## src/sdc_pkg.sv

```systemverilog
// Package: register map, field layout and constants for the synthesizer divider config bank
package sdc_pkg;
   // -------------------------------------------------------------
   // Register indices and byte addresses
   // -------------------------------------------------------------
   localparam logic [3:0]  IDX_INT_CTRL  = 4'h0;
   localparam logic [3:0]  IDX_MAIN_FRAC = 4'h1;
   localparam logic [3:0]  IDX_AUX_FRAC  = 4'h2;
   localparam logic [3:0]  IDX_PHASE_CTL = 4'h3;
   // Status and shadow readback offsets
   localparam logic [11:0] ADDR_STATUS   = 12'h010;
   localparam logic [11:0] ADDR_LOAD_CNT = 12'h014;
   localparam logic [11:0] ADDR_SHADOW1  = 12'h018;
   localparam logic [11:0] ADDR_SHADOW2  = 12'h01c;

   // -------------------------------------------------------------
   // Field positions
   // -------------------------------------------------------------
   localparam int SEL_LSB      = 0;
   localparam int SEL_W        = 4;
   localparam int CAL_EN_BIT   = 21;
   localparam int PRESC_BIT    = 20;
   localparam int INT_LSB      = 4;
   localparam int INT_W        = 16;
   localparam int MFRAC_LSB    = 4;
   localparam int MFRAC_W      = 24;
   localparam int AFRAC_LSB    = 18;
   localparam int AMOD_LSB     = 4;
   localparam int AUX_W        = 14;
   localparam int SD_RST_DIS_BIT = 30;

   // -------------------------------------------------------------
   // Reset value and shift register width
   // -------------------------------------------------------------
   localparam logic [31:0] RST_WORD = 32'h0000_0000;
   localparam int          SHIFT_W  = 32;
endpackage : sdc_pkg

```

## src/sdc_shift_in.sv

```systemverilog
// Serial word receiver: MSB-first shift register with a load strobe
`timescale 1ns/100ps
`default_nettype none
module sdc_shift_in #(
   parameter int WIDTH = 32
) (
   // Clock and reset
   input  wire logic             sys_clk,
   input  wire logic             resetn,
   // Synchronised serial inputs
   input  wire logic             serData,
   input  wire logic             serClkRise,
   input  wire logic             loadRise,
   // Word out
   output logic [WIDTH-1:0]      word_r,
   output logic                  wordValid
);
   logic [WIDTH-1:0] shift_r;

   // Word goes in MSB first
   always_ff @(posedge sys_clk) begin
      if (!resetn) begin
         shift_r <= '0;
      end else if (serClkRise) begin
         shift_r <= {shift_r[WIDTH-2:0], serData};
      end
   end

   always_ff @(posedge sys_clk) begin
      if (!resetn) begin
         word_r <= '0;
      end else if (loadRise) begin
         word_r <= shift_r;
      end
   end

   always_ff @(posedge sys_clk) begin
      if (!resetn) begin
         wordValid <= 1'b0;
      end else begin
         wordValid <= loadRise;
      end
   end
endmodule : sdc_shift_in
`default_nettype wire

```

## src/sdc_config_regs.sv

```systemverilog
// Top: configuration register bank, serial load path and APB mirror
//
// Overview of operation
// Select 0000 to control, 0001 main fraction
// Select 0010 aux fraction, 0011 phase control
// Host zeroes unused upper bits, words 0,1
// Host keeps bit 31 of word 3 zero
// Calibration enable set: word 0 starts calibration
// Calibration enable clear: keep current band
// Host clears calibration only for small steps
// Prescaler choice from word 0 bit 20
// Integer divide from word 0 bits 19:4
// Host: 4/5 prescaler integer 23..32767
// Host: 8/9 prescaler integer 75..65535
// Main numerator from word 1 bits 27:4
// Host keeps main numerator below denominator
// Fraction words shadowed until word 0 written
// Aux numerator from word 2 bits 31:18
// Aux denominator from word 2 bits 17:4
// Host keeps aux numerator below denominator
// Word 0 write resets modulator unless disabled
// Word 3 bit 30 disables modulator reset
// Word shifted MSB first, then load strobe
//
// The APB interface to the registers was decided locally.
`timescale 1ns/100ps
`default_nettype none
module sdc_config_regs (
   // Clock and reset
   input  wire logic        sys_clk,
   input  wire logic        resetn,
   // Serial programming pins
   input  wire logic        serClk,
   input  wire logic        serData,
   input  wire logic        loadEn,
   // APB slave
   input  wire logic        psel,
   input  wire logic        penable,
   input  wire logic        pwrite,
   input  wire logic [11:0] paddr,
   input  wire logic [31:0] pwdata,
   output logic [31:0]      prdata,
   output logic             pready,
   output logic             pslverr,
   // Synthesizer controls
   output logic [15:0]      intDivide,
   output logic             prescalerSelect,
   output logic             autocalEnable,
   output logic [23:0]      mainNumerator,
   output logic [13:0]      auxNumerator,
   output logic [13:0]      auxDenominator,
   output logic             modulatorResetDisable,
   output logic             calStart,
   output logic             modulatorReset
);
   // -------------------------------------------------------------
   // Pin synchronisers
   // -------------------------------------------------------------
   logic [1:0] clkSync_r, datSync_r, ldSync_r;
   logic       clkPrev_r, ldPrev_r;
   logic       serClkRise, loadRise;
   logic [31:0] word;
   logic        wordValid;

   always_ff @(posedge sys_clk) begin
      if (!resetn) begin
         clkSync_r <= 2'h0;
         datSync_r <= 2'h0;
         ldSync_r  <= 2'h0;
         clkPrev_r <= 1'b0;
         ldPrev_r  <= 1'b0;
      end else begin
         clkSync_r <= {clkSync_r[0], serClk};
         datSync_r <= {datSync_r[0], serData};
         ldSync_r  <= {ldSync_r[0], loadEn};
         clkPrev_r <= clkSync_r[1];
         ldPrev_r  <= ldSync_r[1];
      end
   end

   assign serClkRise = clkSync_r[1] & ~clkPrev_r;
   assign loadRise   = ldSync_r[1] & ~ldPrev_r;

   sdc_shift_in #(
      .WIDTH (sdc_pkg::SHIFT_W)
   ) u_shift (
      .sys_clk    (sys_clk),
      .resetn     (resetn),
      .serData    (datSync_r[1]),
      .serClkRise (serClkRise),
      .loadRise   (loadRise),
      .word_r     (word),
      .wordValid  (wordValid)
   );

   // -------------------------------------------------------------
   // Select decode
   // -------------------------------------------------------------
   logic [3:0] sel;
   logic       wr0, wr1, wr2, wr3;
   assign sel = word[sdc_pkg::SEL_LSB +: sdc_pkg::SEL_W];
   assign wr0 = wordValid && (sel == sdc_pkg::IDX_INT_CTRL);
   assign wr1 = wordValid && (sel == sdc_pkg::IDX_MAIN_FRAC);
   assign wr2 = wordValid && (sel == sdc_pkg::IDX_AUX_FRAC);
   assign wr3 = wordValid && (sel == sdc_pkg::IDX_PHASE_CTL);

   // -------------------------------------------------------------
   // Registers
   // -------------------------------------------------------------
   logic [31:0] intCtrl_r, phaseCtl_r;
   logic [31:0] mainShadow_r, auxShadow_r;
   logic [31:0] mainActive_r, auxActive_r;
   logic [15:0] loadCount_r;

   // Unused upper bits are stored as written; host keeps them zero (see)
   always_ff @(posedge sys_clk) begin
      if (!resetn) begin
         intCtrl_r <= sdc_pkg::RST_WORD;
      end else if (wr0) begin
         intCtrl_r <= word;
      end
   end

   // Bit 31 is not looked at; host keeps it zero (see)
   always_ff @(posedge sys_clk) begin
      if (!resetn) begin
         phaseCtl_r <= sdc_pkg::RST_WORD;
      end else if (wr3) begin
         phaseCtl_r <= word;
      end
   end

   // Shadow stage for the double-buffered words
   always_ff @(posedge sys_clk) begin
      if (!resetn) begin
         mainShadow_r <= sdc_pkg::RST_WORD;
         auxShadow_r  <= sdc_pkg::RST_WORD;
      end else begin
         if (wr1) begin
            mainShadow_r <= word;
         end
         if (wr2) begin
            auxShadow_r <= word;
         end
      end
   end

   // Committed on a word 0 write; same-cycle shadow writes cannot collide
   always_ff @(posedge sys_clk) begin
      if (!resetn) begin
         mainActive_r <= sdc_pkg::RST_WORD;
         auxActive_r  <= sdc_pkg::RST_WORD;
      end else if (wr0) begin
         mainActive_r <= mainShadow_r;
         auxActive_r  <= auxShadow_r;
      end
   end

   always_ff @(posedge sys_clk) begin
      if (!resetn) begin
         loadCount_r <= 16'h0000;
      end else if (wr0) begin
         loadCount_r <= loadCount_r + 16'h0001;
      end
   end

   // -------------------------------------------------------------
   // Action pulses
   // -------------------------------------------------------------
   always_ff @(posedge sys_clk) begin
      if (!resetn) begin
         calStart       <= 1'b0;
         modulatorReset <= 1'b0;
      end else begin
         calStart       <= wr0 && word[sdc_pkg::CAL_EN_BIT];
         // Uses the stored word 3, so a disable takes effect at once
         modulatorReset <= wr0 && !phaseCtl_r[sdc_pkg::SD_RST_DIS_BIT];
      end
   end

   // -------------------------------------------------------------
   // Field outputs
   // -------------------------------------------------------------
   assign intDivide       = intCtrl_r[sdc_pkg::INT_LSB +: sdc_pkg::INT_W];
   assign prescalerSelect = intCtrl_r[sdc_pkg::PRESC_BIT];
   assign autocalEnable   = intCtrl_r[sdc_pkg::CAL_EN_BIT];
   assign mainNumerator   = mainActive_r[sdc_pkg::MFRAC_LSB +: sdc_pkg::MFRAC_W];
   assign auxNumerator    = auxActive_r[sdc_pkg::AFRAC_LSB +: sdc_pkg::AUX_W];
   assign auxDenominator  = auxActive_r[sdc_pkg::AMOD_LSB +: sdc_pkg::AUX_W];
   assign modulatorResetDisable = phaseCtl_r[sdc_pkg::SD_RST_DIS_BIT];

   // -------------------------------------------------------------
   // APB slave: read-only mirror, zero wait states
   // -------------------------------------------------------------
   logic        rdHit;
   logic [31:0] rdData;

   always_comb begin
      rdHit  = 1'b1;
      rdData = 32'h0000_0000;
      case (paddr)
         {6'h00, sdc_pkg::IDX_INT_CTRL, 2'h0}:  rdData = intCtrl_r;
         {6'h00, sdc_pkg::IDX_MAIN_FRAC, 2'h0}: rdData = mainActive_r;
         {6'h00, sdc_pkg::IDX_AUX_FRAC, 2'h0}:  rdData = auxActive_r;
         {6'h00, sdc_pkg::IDX_PHASE_CTL, 2'h0}: rdData = phaseCtl_r;
         sdc_pkg::ADDR_STATUS:   rdData = {29'h0, modulatorResetDisable,
                                           prescalerSelect, autocalEnable};
         sdc_pkg::ADDR_LOAD_CNT: rdData = {16'h0000, loadCount_r};
         sdc_pkg::ADDR_SHADOW1:  rdData = mainShadow_r;
         sdc_pkg::ADDR_SHADOW2:  rdData = auxShadow_r;
         default:                rdHit  = 1'b0;
      endcase
   end

   assign pready = 1'b1;

   // Writes are refused: registers are load-only from the serial port
   always_comb begin
      pslverr = psel && penable && (pwrite || !rdHit);
   end

   always_ff @(posedge sys_clk) begin
      if (!resetn) begin
         prdata <= 32'h0000_0000;
      end else if (psel && !penable && !pwrite) begin
         prdata <= rdData;
      end
   end

   // -------------------------------------------------------------
   // Assertions: serial path
   // -------------------------------------------------------------
   a_load_only_word: assert property (@(posedge sys_clk) disable iff (!resetn)
      $changed(word)
      |-> $past(loadRise))
      else $error("received word changed without a load strobe");
   a_valid_after_load: assert property (@(posedge sys_clk) disable iff (!resetn)
      loadRise
      |=> wordValid)
      else $error("load strobe did not flag a word");

   // -------------------------------------------------------------
   // Assertions: select decode and storage
   // -------------------------------------------------------------
   a_sel_zero_route: assert property (@(posedge sys_clk) disable iff (!resetn)
      wr0
      |=> intCtrl_r == $past(word))
      else $error("word 0 not stored");
   a_sel_one_route: assert property (@(posedge sys_clk) disable iff (!resetn)
      wr1
      |=> mainShadow_r == $past(word))
      else $error("word 1 not stored in its shadow");
   a_sel_two_route: assert property (@(posedge sys_clk) disable iff (!resetn)
      wr2
      |=> auxShadow_r == $past(word))
      else $error("word 2 not stored in its shadow");
   a_sel_three_store: assert property (@(posedge sys_clk) disable iff (!resetn)
      wr3
      |=> phaseCtl_r == $past(word))
      else $error("word 3 not stored");
   a_sel_three_route: assert property (@(posedge sys_clk) disable iff (!resetn)
      wordValid && sel != sdc_pkg::IDX_PHASE_CTL
      |=> $stable(phaseCtl_r))
      else $error("phase word changed on other select");
   a_ctrl_hold: assert property (@(posedge sys_clk) disable iff (!resetn)
      !wr0
      |=> $stable(intCtrl_r))
      else $error("word 0 changed on other select");
   a_main_sel_only: assert property (@(posedge sys_clk) disable iff (!resetn)
      wordValid && sel != sdc_pkg::IDX_MAIN_FRAC
      |=> $stable(mainShadow_r))
      else $error("word 1 shadow changed on other select");
   a_aux_sel_only: assert property (@(posedge sys_clk) disable iff (!resetn)
      wordValid && sel != sdc_pkg::IDX_AUX_FRAC
      |=> $stable(auxShadow_r))
      else $error("word 2 shadow changed on other select");

   // -------------------------------------------------------------
   // Assertions: commit and field outputs
   // -------------------------------------------------------------
   a_shadow_hold: assert property (@(posedge sys_clk) disable iff (!resetn)
      !wr0
      |=> $stable(mainActive_r) && $stable(auxActive_r))
      else $error("active fraction changed without word 0");
   a_shadow_commit: assert property (@(posedge sys_clk) disable iff (!resetn)
      wr0
      |=> mainActive_r == $past(mainShadow_r) && auxActive_r == $past(auxShadow_r))
      else $error("shadow not committed");
   a_int_field: assert property (@(posedge sys_clk) disable iff (!resetn)
      wr0
      |=> intDivide == $past(word[sdc_pkg::INT_LSB +: sdc_pkg::INT_W]))
      else $error("integer field wrong");
   a_presc_field: assert property (@(posedge sys_clk) disable iff (!resetn)
      wr0
      |=> prescalerSelect == $past(word[sdc_pkg::PRESC_BIT]))
      else $error("prescaler field wrong");
   a_main_field: assert property (@(posedge sys_clk) disable iff (!resetn)
      wr0
      |=> mainNumerator == $past(mainShadow_r[sdc_pkg::MFRAC_LSB +: sdc_pkg::MFRAC_W]))
      else $error("main numerator field wrong");
   a_aux_num_field: assert property (@(posedge sys_clk) disable iff (!resetn)
      wr0
      |=> auxNumerator == $past(auxShadow_r[sdc_pkg::AFRAC_LSB +: sdc_pkg::AUX_W]))
      else $error("aux numerator field wrong");
   a_aux_den_field: assert property (@(posedge sys_clk) disable iff (!resetn)
      wr0
      |=> auxDenominator == $past(auxShadow_r[sdc_pkg::AMOD_LSB +: sdc_pkg::AUX_W]))
      else $error("aux denominator field wrong");
   a_load_count: assert property (@(posedge sys_clk) disable iff (!resetn)
      wr0
      |=> loadCount_r == $past(loadCount_r) + 16'h0001)
      else $error("word 0 load count not advanced");

   // -------------------------------------------------------------
   // Assertions: action pulses
   // -------------------------------------------------------------
   a_cal_start_cause: assert property (@(posedge sys_clk) disable iff (!resetn)
      calStart
      |-> $past(wr0) && $past(word[sdc_pkg::CAL_EN_BIT]))
      else $error("calibration start without enabled word 0 write");
   a_cal_start_on: assert property (@(posedge sys_clk) disable iff (!resetn)
      wr0 && word[sdc_pkg::CAL_EN_BIT]
      |=> calStart)
      else $error("calibration start missing");
   a_autocal_field: assert property (@(posedge sys_clk) disable iff (!resetn)
      wr0
      |=> autocalEnable == $past(word[sdc_pkg::CAL_EN_BIT]))
      else $error("calibration enable field wrong");
   a_cal_suppressed: assert property (@(posedge sys_clk) disable iff (!resetn)
      wr0 && !word[sdc_pkg::CAL_EN_BIT]
      |=> !calStart)
      else $error("calibration started while disabled");
   a_mod_reset_on: assert property (@(posedge sys_clk) disable iff (!resetn)
      wr0 && !modulatorResetDisable
      |=> modulatorReset)
      else $error("modulator reset missing");
   a_mod_reset_cause: assert property (@(posedge sys_clk) disable iff (!resetn)
      modulatorReset
      |-> $past(wr0) && !$past(modulatorResetDisable))
      else $error("modulator reset without enabled word 0 write");
   a_mod_reset_off: assert property (@(posedge sys_clk) disable iff (!resetn)
      modulatorResetDisable && $stable(phaseCtl_r)
      |-> !modulatorReset)
      else $error("modulator reset while disabled");

   // -------------------------------------------------------------
   // Assertions: register bus
   // -------------------------------------------------------------
   a_apb_ready: assert property (@(posedge sys_clk) disable iff (!resetn)
      psel && penable
      |-> pready)
      else $error("bus access not completed");
   a_apb_wr_refused: assert property (@(posedge sys_clk) disable iff (!resetn)
      psel && penable && pwrite
      |-> pslverr)
      else $error("bus write not refused");
   a_apb_rd_hold: assert property (@(posedge sys_clk) disable iff (!resetn)
      !(psel && !penable && !pwrite)
      |=> $stable(prdata))
      else $error("read data changed outside a read setup");
endmodule : sdc_config_regs
`default_nettype wire

```

## config.mk

```make
export PLATFORM = sky130hd
export DESIGN_NAME = sdc_config_regs
export DESIGN_NICKNAME = d
export VERILOG_FILES = /design/src/sdc_pkg.sv /design/src/sdc_shift_in.sv /design/src/sdc_config_regs.sv
export SDC_FILE = /design/constraint.sdc
export NUM_CORES = 1
export LEC_CHECK = 0
export BUFFER_PORTS_ARGS = -buffer_cell sky130_fd_sc_hd__buf_2
export CAP_MARGIN = 20
export CORE_MARGIN = 2
export CORE_UTILIZATION = 62
export DETAILED_ROUTE_END_ITERATION = 16
export GPL_ROUTABILITY_DRIVEN = 0
export PLACE_DENSITY = 0.84
export SLEW_MARGIN = 20
export SYNTH_ARGS = -nofsm -noshare
export SYNTH_HDL_FRONTEND = slang
export SYNTH_SLANG_ARGS = --single-unit
```

## constraint.sdc

```tcl
create_clock -name sys_clk -period 2.9 [get_ports sys_clk]
set_input_delay 0.435 -clock sys_clk [delete_from_list [all_inputs] [get_ports sys_clk]]
set_output_delay 0.435 -clock sys_clk [all_outputs]
set_load 0.05 [all_outputs]
```

==> results by group, run 1 <==
Detailed routing
  – Routed Antenna Nets: 0
  – Routed WL: 34900 um
  – DR WL/cell: 18.4 um
  – First-iteration detailed-routing DRC count: 1141
  – TritonRoute pass-1 iters: 6
  – Via count: 11400
  – DRC errors left: 0
  – Vias per cell: 6.01

Power and ir drop
  – P_int: 0.00707 W
  – Comb pwr share: 3.5%
  – Clk pwr share: 48.5%
  – VDD IR-drop max: 457 uV
  – Switch Pwr: 0.00195 W
  – Sw Share: 21.6%
  – Pwr/cell area: 619 nW/um^2
  – Flop pwr share: 48.1%
  – P_leak: 5.28 nW

Final layout
  – Antenna diode count: 0
  – Layout overhead on the synthesized area: 11.2%
  – Final cell utilization of the core: 69.7%
  – Fill cells: 1577
  – Final net count: 1648
  – Layout cells sized above 1: 16.7%

Logic synthesis
  – Ys Warns: 0
  – FFs w/ async S/R, synth: 0%
  – Most frequent cell after synthesis: nand2_1
  – Synth area leader: dfxtp_1
  – Top post-synthesis cells by area: dfxtp_1, nand2_1, a21oi_1
  – Netlist cell types: 54
  – Post-synth top cells: nand2_1, dfxtp_1, a21oi_1
  – Cell area after synthesis: 13100 sq um
  – Post-synth EDFFs: 0
  – Post-synth top area share: 48.2%
  – Sequential element share of the synthesized area: 48.2%
  – Synth Register Bits: 315
  – Gate Count Post-Synth: 1588
  – Ys flop type: dfxtp_1
  – Post-Syn Area per Cell: 8.24 sq um
  – Net Count, Synth: 1641

Global routing
  – Global-route wire length before repair: 54600 um
  – Initial antenna violation count: 0
  – Met3 Use GR: 5.47%
  – Met2 GRT Util: 50.5%
  – Total global-route track usage: 30.7%
  – Number of global-route vias before repair: 10600
  – Met1 Use GR: 40.7%
  – Grt peak-use layer: met2
  – Largest net degree at the start of global routing: 110
  – Grt ovf: 0

Timing
  – Worst slew pin tran: 0.912 ns
  – RSZ-0062 raised after global routing: false
  – Worst hold slack: 0.0750 ns
  – Final Skew: 0.0117 ns
  – Peak Freq: 445 MHz
  – Post-route setup TNS: 0 ns
  – Final setup margin: 0.650 ns
  – Period utilization: 77.6%
  – Final setup viols: 0
  – Max-slew headroom: 39.2%
  – Max-slew violations: 0
  – Final Hold Vio Count: 0
  – Crit path time final: 2.25 ns

Critical path
  – Crit start category: flop
  – Slowest stage delay, CP: 0.85 ns
  – Crit path capture type: flop
  – CP Cell Sequence: nor4b_4 -> and2_2 -> nand2_1 -> a21oi_1
  – Crit Path Category: reg2reg
  – R2R depth: 4
  – Reg2reg setup slack: 0.65 ns
  – Worst Path Required: 3.39 ns
  – Start of the worst register-to-register path: u_shift.word_r[1]
  – Worst Path Arrival: 2.74 ns
  – Crit-path max FO: 29
  – RR Endpoint: mainShadow_r[13]
  – CP max stage cell: and2_2

Die
  – # rows: 53
  – Top Ports: 159
  – Chip height: 149 um
  – Die footprint: 22300 sq um
  – Initial Util: 62.6%
  – Die X: 149 um
  – CORE AREA: 20900 sq um

Clock network
  – Clock buffer depth: 3
  – Root Buffer: clkbuf_16
  – Worst-Skew Late Latency: 0.56 ns
  – # hold bufs at CTS: 0
  – Post-CTS sizing: 0
  – Clk slew on worst S/H paths: 0.06 ns
  – Postcts setup bufs: 0
  – H-Tree Depth: 1
  – CTS Buf Count: 31
  – TritonCTS clock tree: done
  – Clk sink count: 315

Placement
  – I/O Buffers: 125
  – DP Wirelength: 21200 um
  – Post-Place Setup Slack: 0.600 ns

Min path
  – Hold WC Path Type: in2reg
  – Hold Path Cell Cnt: 2
  – Hold worst-path end: ldSync_r[0]
  – Hold Crit Start: loadEn

Run status
  – Outcome: finished, final reports clean

Flow run
  – Max Cap Violations: 0
==> cell families (layout without fill, tap and decap cells) <==
logic type | count (synthesis) | after routing | synth area share (%)
buf+inv | 205 | 237 | 8.20
simple gates | 660 | 660 | 22.1
xor+xnor | 7 | 7 | 0.469
mux | 57 | 57 | 6.60
flops | 315 | 315 | 48.2
fa+ha+maj | 1 | 1 | 0.0956
other cells | 1 | 1 | 0.0287
compound gates | 342 | 342 | 14.4
==> how the worst max path moves through the flow <==
stage / startpoint / to / slack, ns / depth (start not counted)
global placement: paddr[9] / prdata[1] / 0.64 / 6
finish: u_shift.word_r[1] / mainShadow_r[13] / 0.65 / 4
detailed placement: paddr[9] / prdata[0] / 0.60 / 6
global route: u_shift.word_r[1] / loadCount_r[13] / 0.52 / 4
floorplan: paddr[9] / pslverr / 0.97 / 3
CTS: u_shift.word_r[1] / mainShadow_r[13] / 0.71 / 4
==> area by class of cell <==
| class | instances | area (sq um) | area share (%) |
|---|---|---|---|
| sequential | 315 | 6310 | 43.3 |
| clock inverter | 15 | 241 | 1.66 |
| multi-input combinational | 1068 | 5720 | 39.3 |
| clock buffer | 43 | 881 | 6.05 |
| tap | 275 | 344 | 2.36 |
| inverter | 17 | 68.8 | 0.473 |
| timing repair buffer | 162 | 991 | 6.81 |
==> cells in the final DEF, fill, tap and decap left out, types with 11 or more instances in the layout <==
cell	instances
dfxtp_1	315
nand3_1	21
a22oi_1	15
buf_2	125
mux2i_1	21
nor2_1	24
nand2_1	506
clkbuf_16	31
nor3_1	12
mux2_2	14
and3_1	27
inv_1	16
mux4_2	22
a21oi_1	257
o21ai_1	16
buf_4	30
and2_1	11
==> worst max-delay path: cells and delay by family (launching register included) <==
family           cells  cell delay, ns
AND/OR/NAND/NOR      3            1.56
flip-flops           1            0.40
AO/OA/AOI/OAI        1            0.19
==> stage by stage <==
step                cell area (sq um)  instances  total power (W)
floorplan                       13100       1588          0.00463
global placement                13400       1837          0.00473
detailed placement              13400       1837          0.00473
CTS                             14600       1895          0.00903
global route                    14600       1895          0.00924
finish                          14600       1895          0.00902
==> power by group through the flow <==
| stage | sequential (W) | clock, W | combinational, W |
|---|---|---|---|
| 3_3_place_gp | 0.00443 | 0 | 0.000299 |
| 2_1_floorplan | 0.00443 | 0 | 0.000200 |
| 6_report | 0.00433 | 0.00437 | 0.000312 |
| 3_5_place_dp | 0.00443 | 0 | 0.000303 |
| 4_1_cts | 0.00433 | 0.00439 | 0.000305 |
| 5_1_grt | 0.00433 | 0.00458 | 0.000326 |
==> layer usage <==
layer | vias up | part of all wire (%) | routed length (um)
met5 | - | 0 | 0
met4 | 0 | 2.8 | 966
met3 | 91 | 9.8 | 3400
met2 | 581 | 47 | 16500
met1 | 5415 | 40 | 14100
li1 | 5304 | - | -
==> sequential cells by signal, indices dropped and copies added (netlist names), 2 cells and up <==
register / count
clkSync_r: 2
mainActive_r: 32
auxActive_r: 32
mainShadow_r: 32
prdata: 32
auxShadow_r: 32
u_shift.word_r: 32
ldSync_r: 2
intCtrl_r: 32
loadCount_r: 16
datSync_r: 2
u_shift.shift_r: 32
phaseCtl_r: 32
(Power assumes the default switching activity.)
==> run 2: changes to the inputs <==
--- a/config.mk
+++ b/config.mk
@@ -8,10 +8,10 @@
 export BUFFER_PORTS_ARGS = -buffer_cell sky130_fd_sc_hd__buf_2
 export CAP_MARGIN = 20
 export CORE_MARGIN = 2
-export CORE_UTILIZATION = 62
+export CORE_UTILIZATION = 58
 export DETAILED_ROUTE_END_ITERATION = 16
 export GPL_ROUTABILITY_DRIVEN = 0
-export PLACE_DENSITY = 0.84
+export PLACE_DENSITY = 0.8
 export SLEW_MARGIN = 20
 export SYNTH_ARGS = -nofsm -noshare
 export SYNTH_HDL_FRONTEND = slang
==> constraint.sdc (replaced) <==
create_clock -name sys_clk -period 2.2 [get_ports sys_clk]
set_input_delay 0.33 -clock sys_clk [delete_from_list [all_inputs] [get_ports sys_clk]]
set_output_delay 0.33 -clock sys_clk [all_outputs]
set_load 0.05 [all_outputs]
==> run 2 against run 1 <==
Effect of this change:
- count of clock-buffer cells in the layout is 7 higher
- clock skew is 0.0021 ns lower
- via count is 1.2% lower
==> results by group, run 2 (synthesis gave the netlist of run 1 again) <==
Die
  – Die footprint: 23800 sq um (+6.7%)
  – # rows: 54 (+1.9%)
  – Chip height: 154 um (+3.3%)
  – Top Ports: 159 (unchanged)
  – CORE AREA: 22000 sq um (+5.1%)
  – Die X: 154 um (+3.3%)
  – Initial Util: 59.6% (-3.1 points)

Critical path
  – CP Cell Sequence: buf_2 -> or4_4 -> nor4_1 -> buf_4 -> nor2_1 -> buf_2
  – Crit start category: input port
  – Slowest stage delay, CP: 0.61 ns (-0.24 ns)
  – CP max stage cell: or4_4
  – RR Endpoint: auxActive_r[0]
  – Setup crit start: paddr[9]
  – R2R depth: 5 (+1)
  – Crit path capture type: primary output
  – Reg2reg setup slack: 0.24 ns (-0.41 ns)
  – Worst Path Required: 1.87 ns (-1.52 ns)
  – Start of the worst register-to-register path: u_shift.word_r[0]
  – Setup crit end: pslverr
  – Worst Path Arrival: 1.70 ns (-1.04 ns)
  – Crit-path max FO: 4 (-86%)
  – CP most frequent cell: buf_2
  – Crit Path Category: in2out

Global routing
  – Initial antenna violation count: 0 (unchanged)
  – Largest net degree at the start of global routing: 100 (-9.1%)
  – Number of global-route vias before repair: 10300 (-3.2%)
  – Total global-route track usage: 28.0% (-2.8 points)
  – Global-route wire length before repair: 53800 um (-1.5%)
  – Grt ovf: 0 (unchanged)

Detailed routing
  – DRC errors left: 0 (unchanged)
  – Routed Antenna Nets: 0 (unchanged)
  – Routed WL: 34200 um (-2.0%)
  – Vias per cell: 5.87 (-2.3%)
  – First-iteration detailed-routing DRC count: 959 (-16%)
  – DR WL/cell: 17.9 um (-3.0%)
  – Via count: 11300 (-1.2%)
  – TritonRoute pass-1 iters: 5 (-1)

Power and ir drop
  – Pwr/cell area: 782 nW/um^2 (+26%)
  – Total chip power: 0.0114 W (+27%)
  – VDD IR-drop max: 573 uV (+26%)
  – P_leak: 5.33 nW (+0.96%)

Final layout
  – Register area: 6310 sq um (unchanged)
  – Antenna diode count: 0 (unchanged)
  – Layout cells sized above 1: 17.1% (+0.40 points)
  – Final net count: 1665 (+1.0%)
  – Multi-input logic area: 5720 sq um (unchanged)
  – Post-route insts no fill: 1915 (+1.1%)
  – Layout overhead on the synthesized area: 11.8%
  – Most frequent cells in the layout: nand2_1, dfxtp_1, a21oi_1, buf_2, buf_4
  – Fill cells: 1740 (+10%)
  – Most common cell after layout, fill and taps aside: nand2_1

Timing
  – Final Skew: 0.00957 ns (-0.00209 ns)
  – Period utilization: 92.3%
  – Crit path time final: 2.03 ns
  – Final Hold Vio Count: 0 (unchanged)
  – Worst slew pin tran: 0.591 ns (-0.321 ns)
  – Post-route setup TNS: 0 ns (unchanged)
  – Max-slew violations: 0 (unchanged)
  – Final setup viols: 0 (unchanged)
  – Peak Freq: 492 MHz
  – RSZ-0062 raised after global routing: false
  – Max-slew headroom: 60.6% (+21 points)

Run status
  – Outcome: finished, final reports clean

Clock network
  – Clk slew on worst S/H paths: 0.06 ns (about the same)
  – Post-CTS sizing: 0 (unchanged)
  – CTS Buf Count: 31 (unchanged)
  – Postcts setup bufs: 0 (unchanged)
  – H-Tree Depth: 1 (unchanged)
  – # hold bufs at CTS: 3 (+3)
  – Worst-Skew Late Latency: 0.55 ns (about the same)
  – Root Buffer: clkbuf_16
  – Clk sink count: 315 (unchanged)
  – Clock buffer depth: 3 (unchanged)
  – TritonCTS clock tree: done

Flow run
  – Max Cap Violations: 0 (unchanged)

Placement
  – DP Wirelength: 21100 um (-0.25%)
  – Placed insts: 1856 (+1.0%)
  – I/O Buffers: 125 (unchanged)

Min path
  – Hold WC Path Type: in2reg
-- run 2: cell types whose count changed in the layout (fill, tap and decap cells not counted), sizes merged --
cell / before / now
buf: 162 / 176
inv: 19 / 17
clkinv: 6 / 4
dlygate4sd3: 0 / 3
bufinv: 6 / 2
clkbuf: 43 / 50
clkinvlp: 1 / 0
-- run 2: cell type report --
| cell class | count | area share (%) |
|---|---|---|
| flip-flops and latches | 315 | 43.1 |
| multi-input cells | 1068 | 39.1 |
| repair buffers | 179 | 7.87 |
| clock buffers | 50 | 6.48 |
| well taps | 280 | 2.40 |
| clock inverters | 6 | 0.547 |
| inverters | 17 | 0.470 |
-- run 2: worst max-delay path: cells and delay by family --
family / cells / cell delay, ns
and+or+nand+nor: 3 / 0.90
buffers and inverters: 3 / 0.46
-- run 2: metal layers --
metal  up-vias  share of wire, %  wire [um]  track usage [%]
met5         -                 0          0                0
met4         0               2.8        963             9.43
met3        69               9.3       3190             3.61
met2       488                47      16000             46.7
met1      5359                41      14100             37.9
li1       5334                 -          -                -
-- run 2: power breakdown --
part           internal, W  leakage [nW]  switching [W]
clock network      0.00315         0.508        0.00216
logic             0.000117          2.29       0.000304
registers          0.00571          2.54     0.00000378
-- run 2: metrics by stage --
step | setup slack, ns | hold WS [ns] | area (sq um) | utilization (%)
2_1_floorplan | 0.446 | 0.412 | 13100 | -
3_3_place_gp | 0.143 | 0.415 | 13600 | 61.8
3_5_place_dp | 0.108 | 0.423 | 13600 | 61.8
4_1_cts | 0.180 | 0.295 | 14600 | 66.6
5_1_grt | 0.0368 | 0.325 | 14600 | 66.6
6_report | 0.169 | 0.313 | 14600 | 66.6
-- run 2: worst min-delay path by stage --
| stage | startpoint | endpoint | cells after the start |
|---|---|---|---|
| 3_5_place_dp | clkSync_r[0] | clkSync_r[1] | 1 |
| 3_3_place_gp | clkSync_r[0] | clkSync_r[1] | 1 |
| 2_1_floorplan | clkSync_r[0] | clkSync_r[1] | 1 |
| 5_1_grt | resetn | clkSync_r[1] | 3 |
| 6_report | paddr[1] | prdata[30] | 5 |
| 4_1_cts | paddr[0] | prdata[30] | 5 |
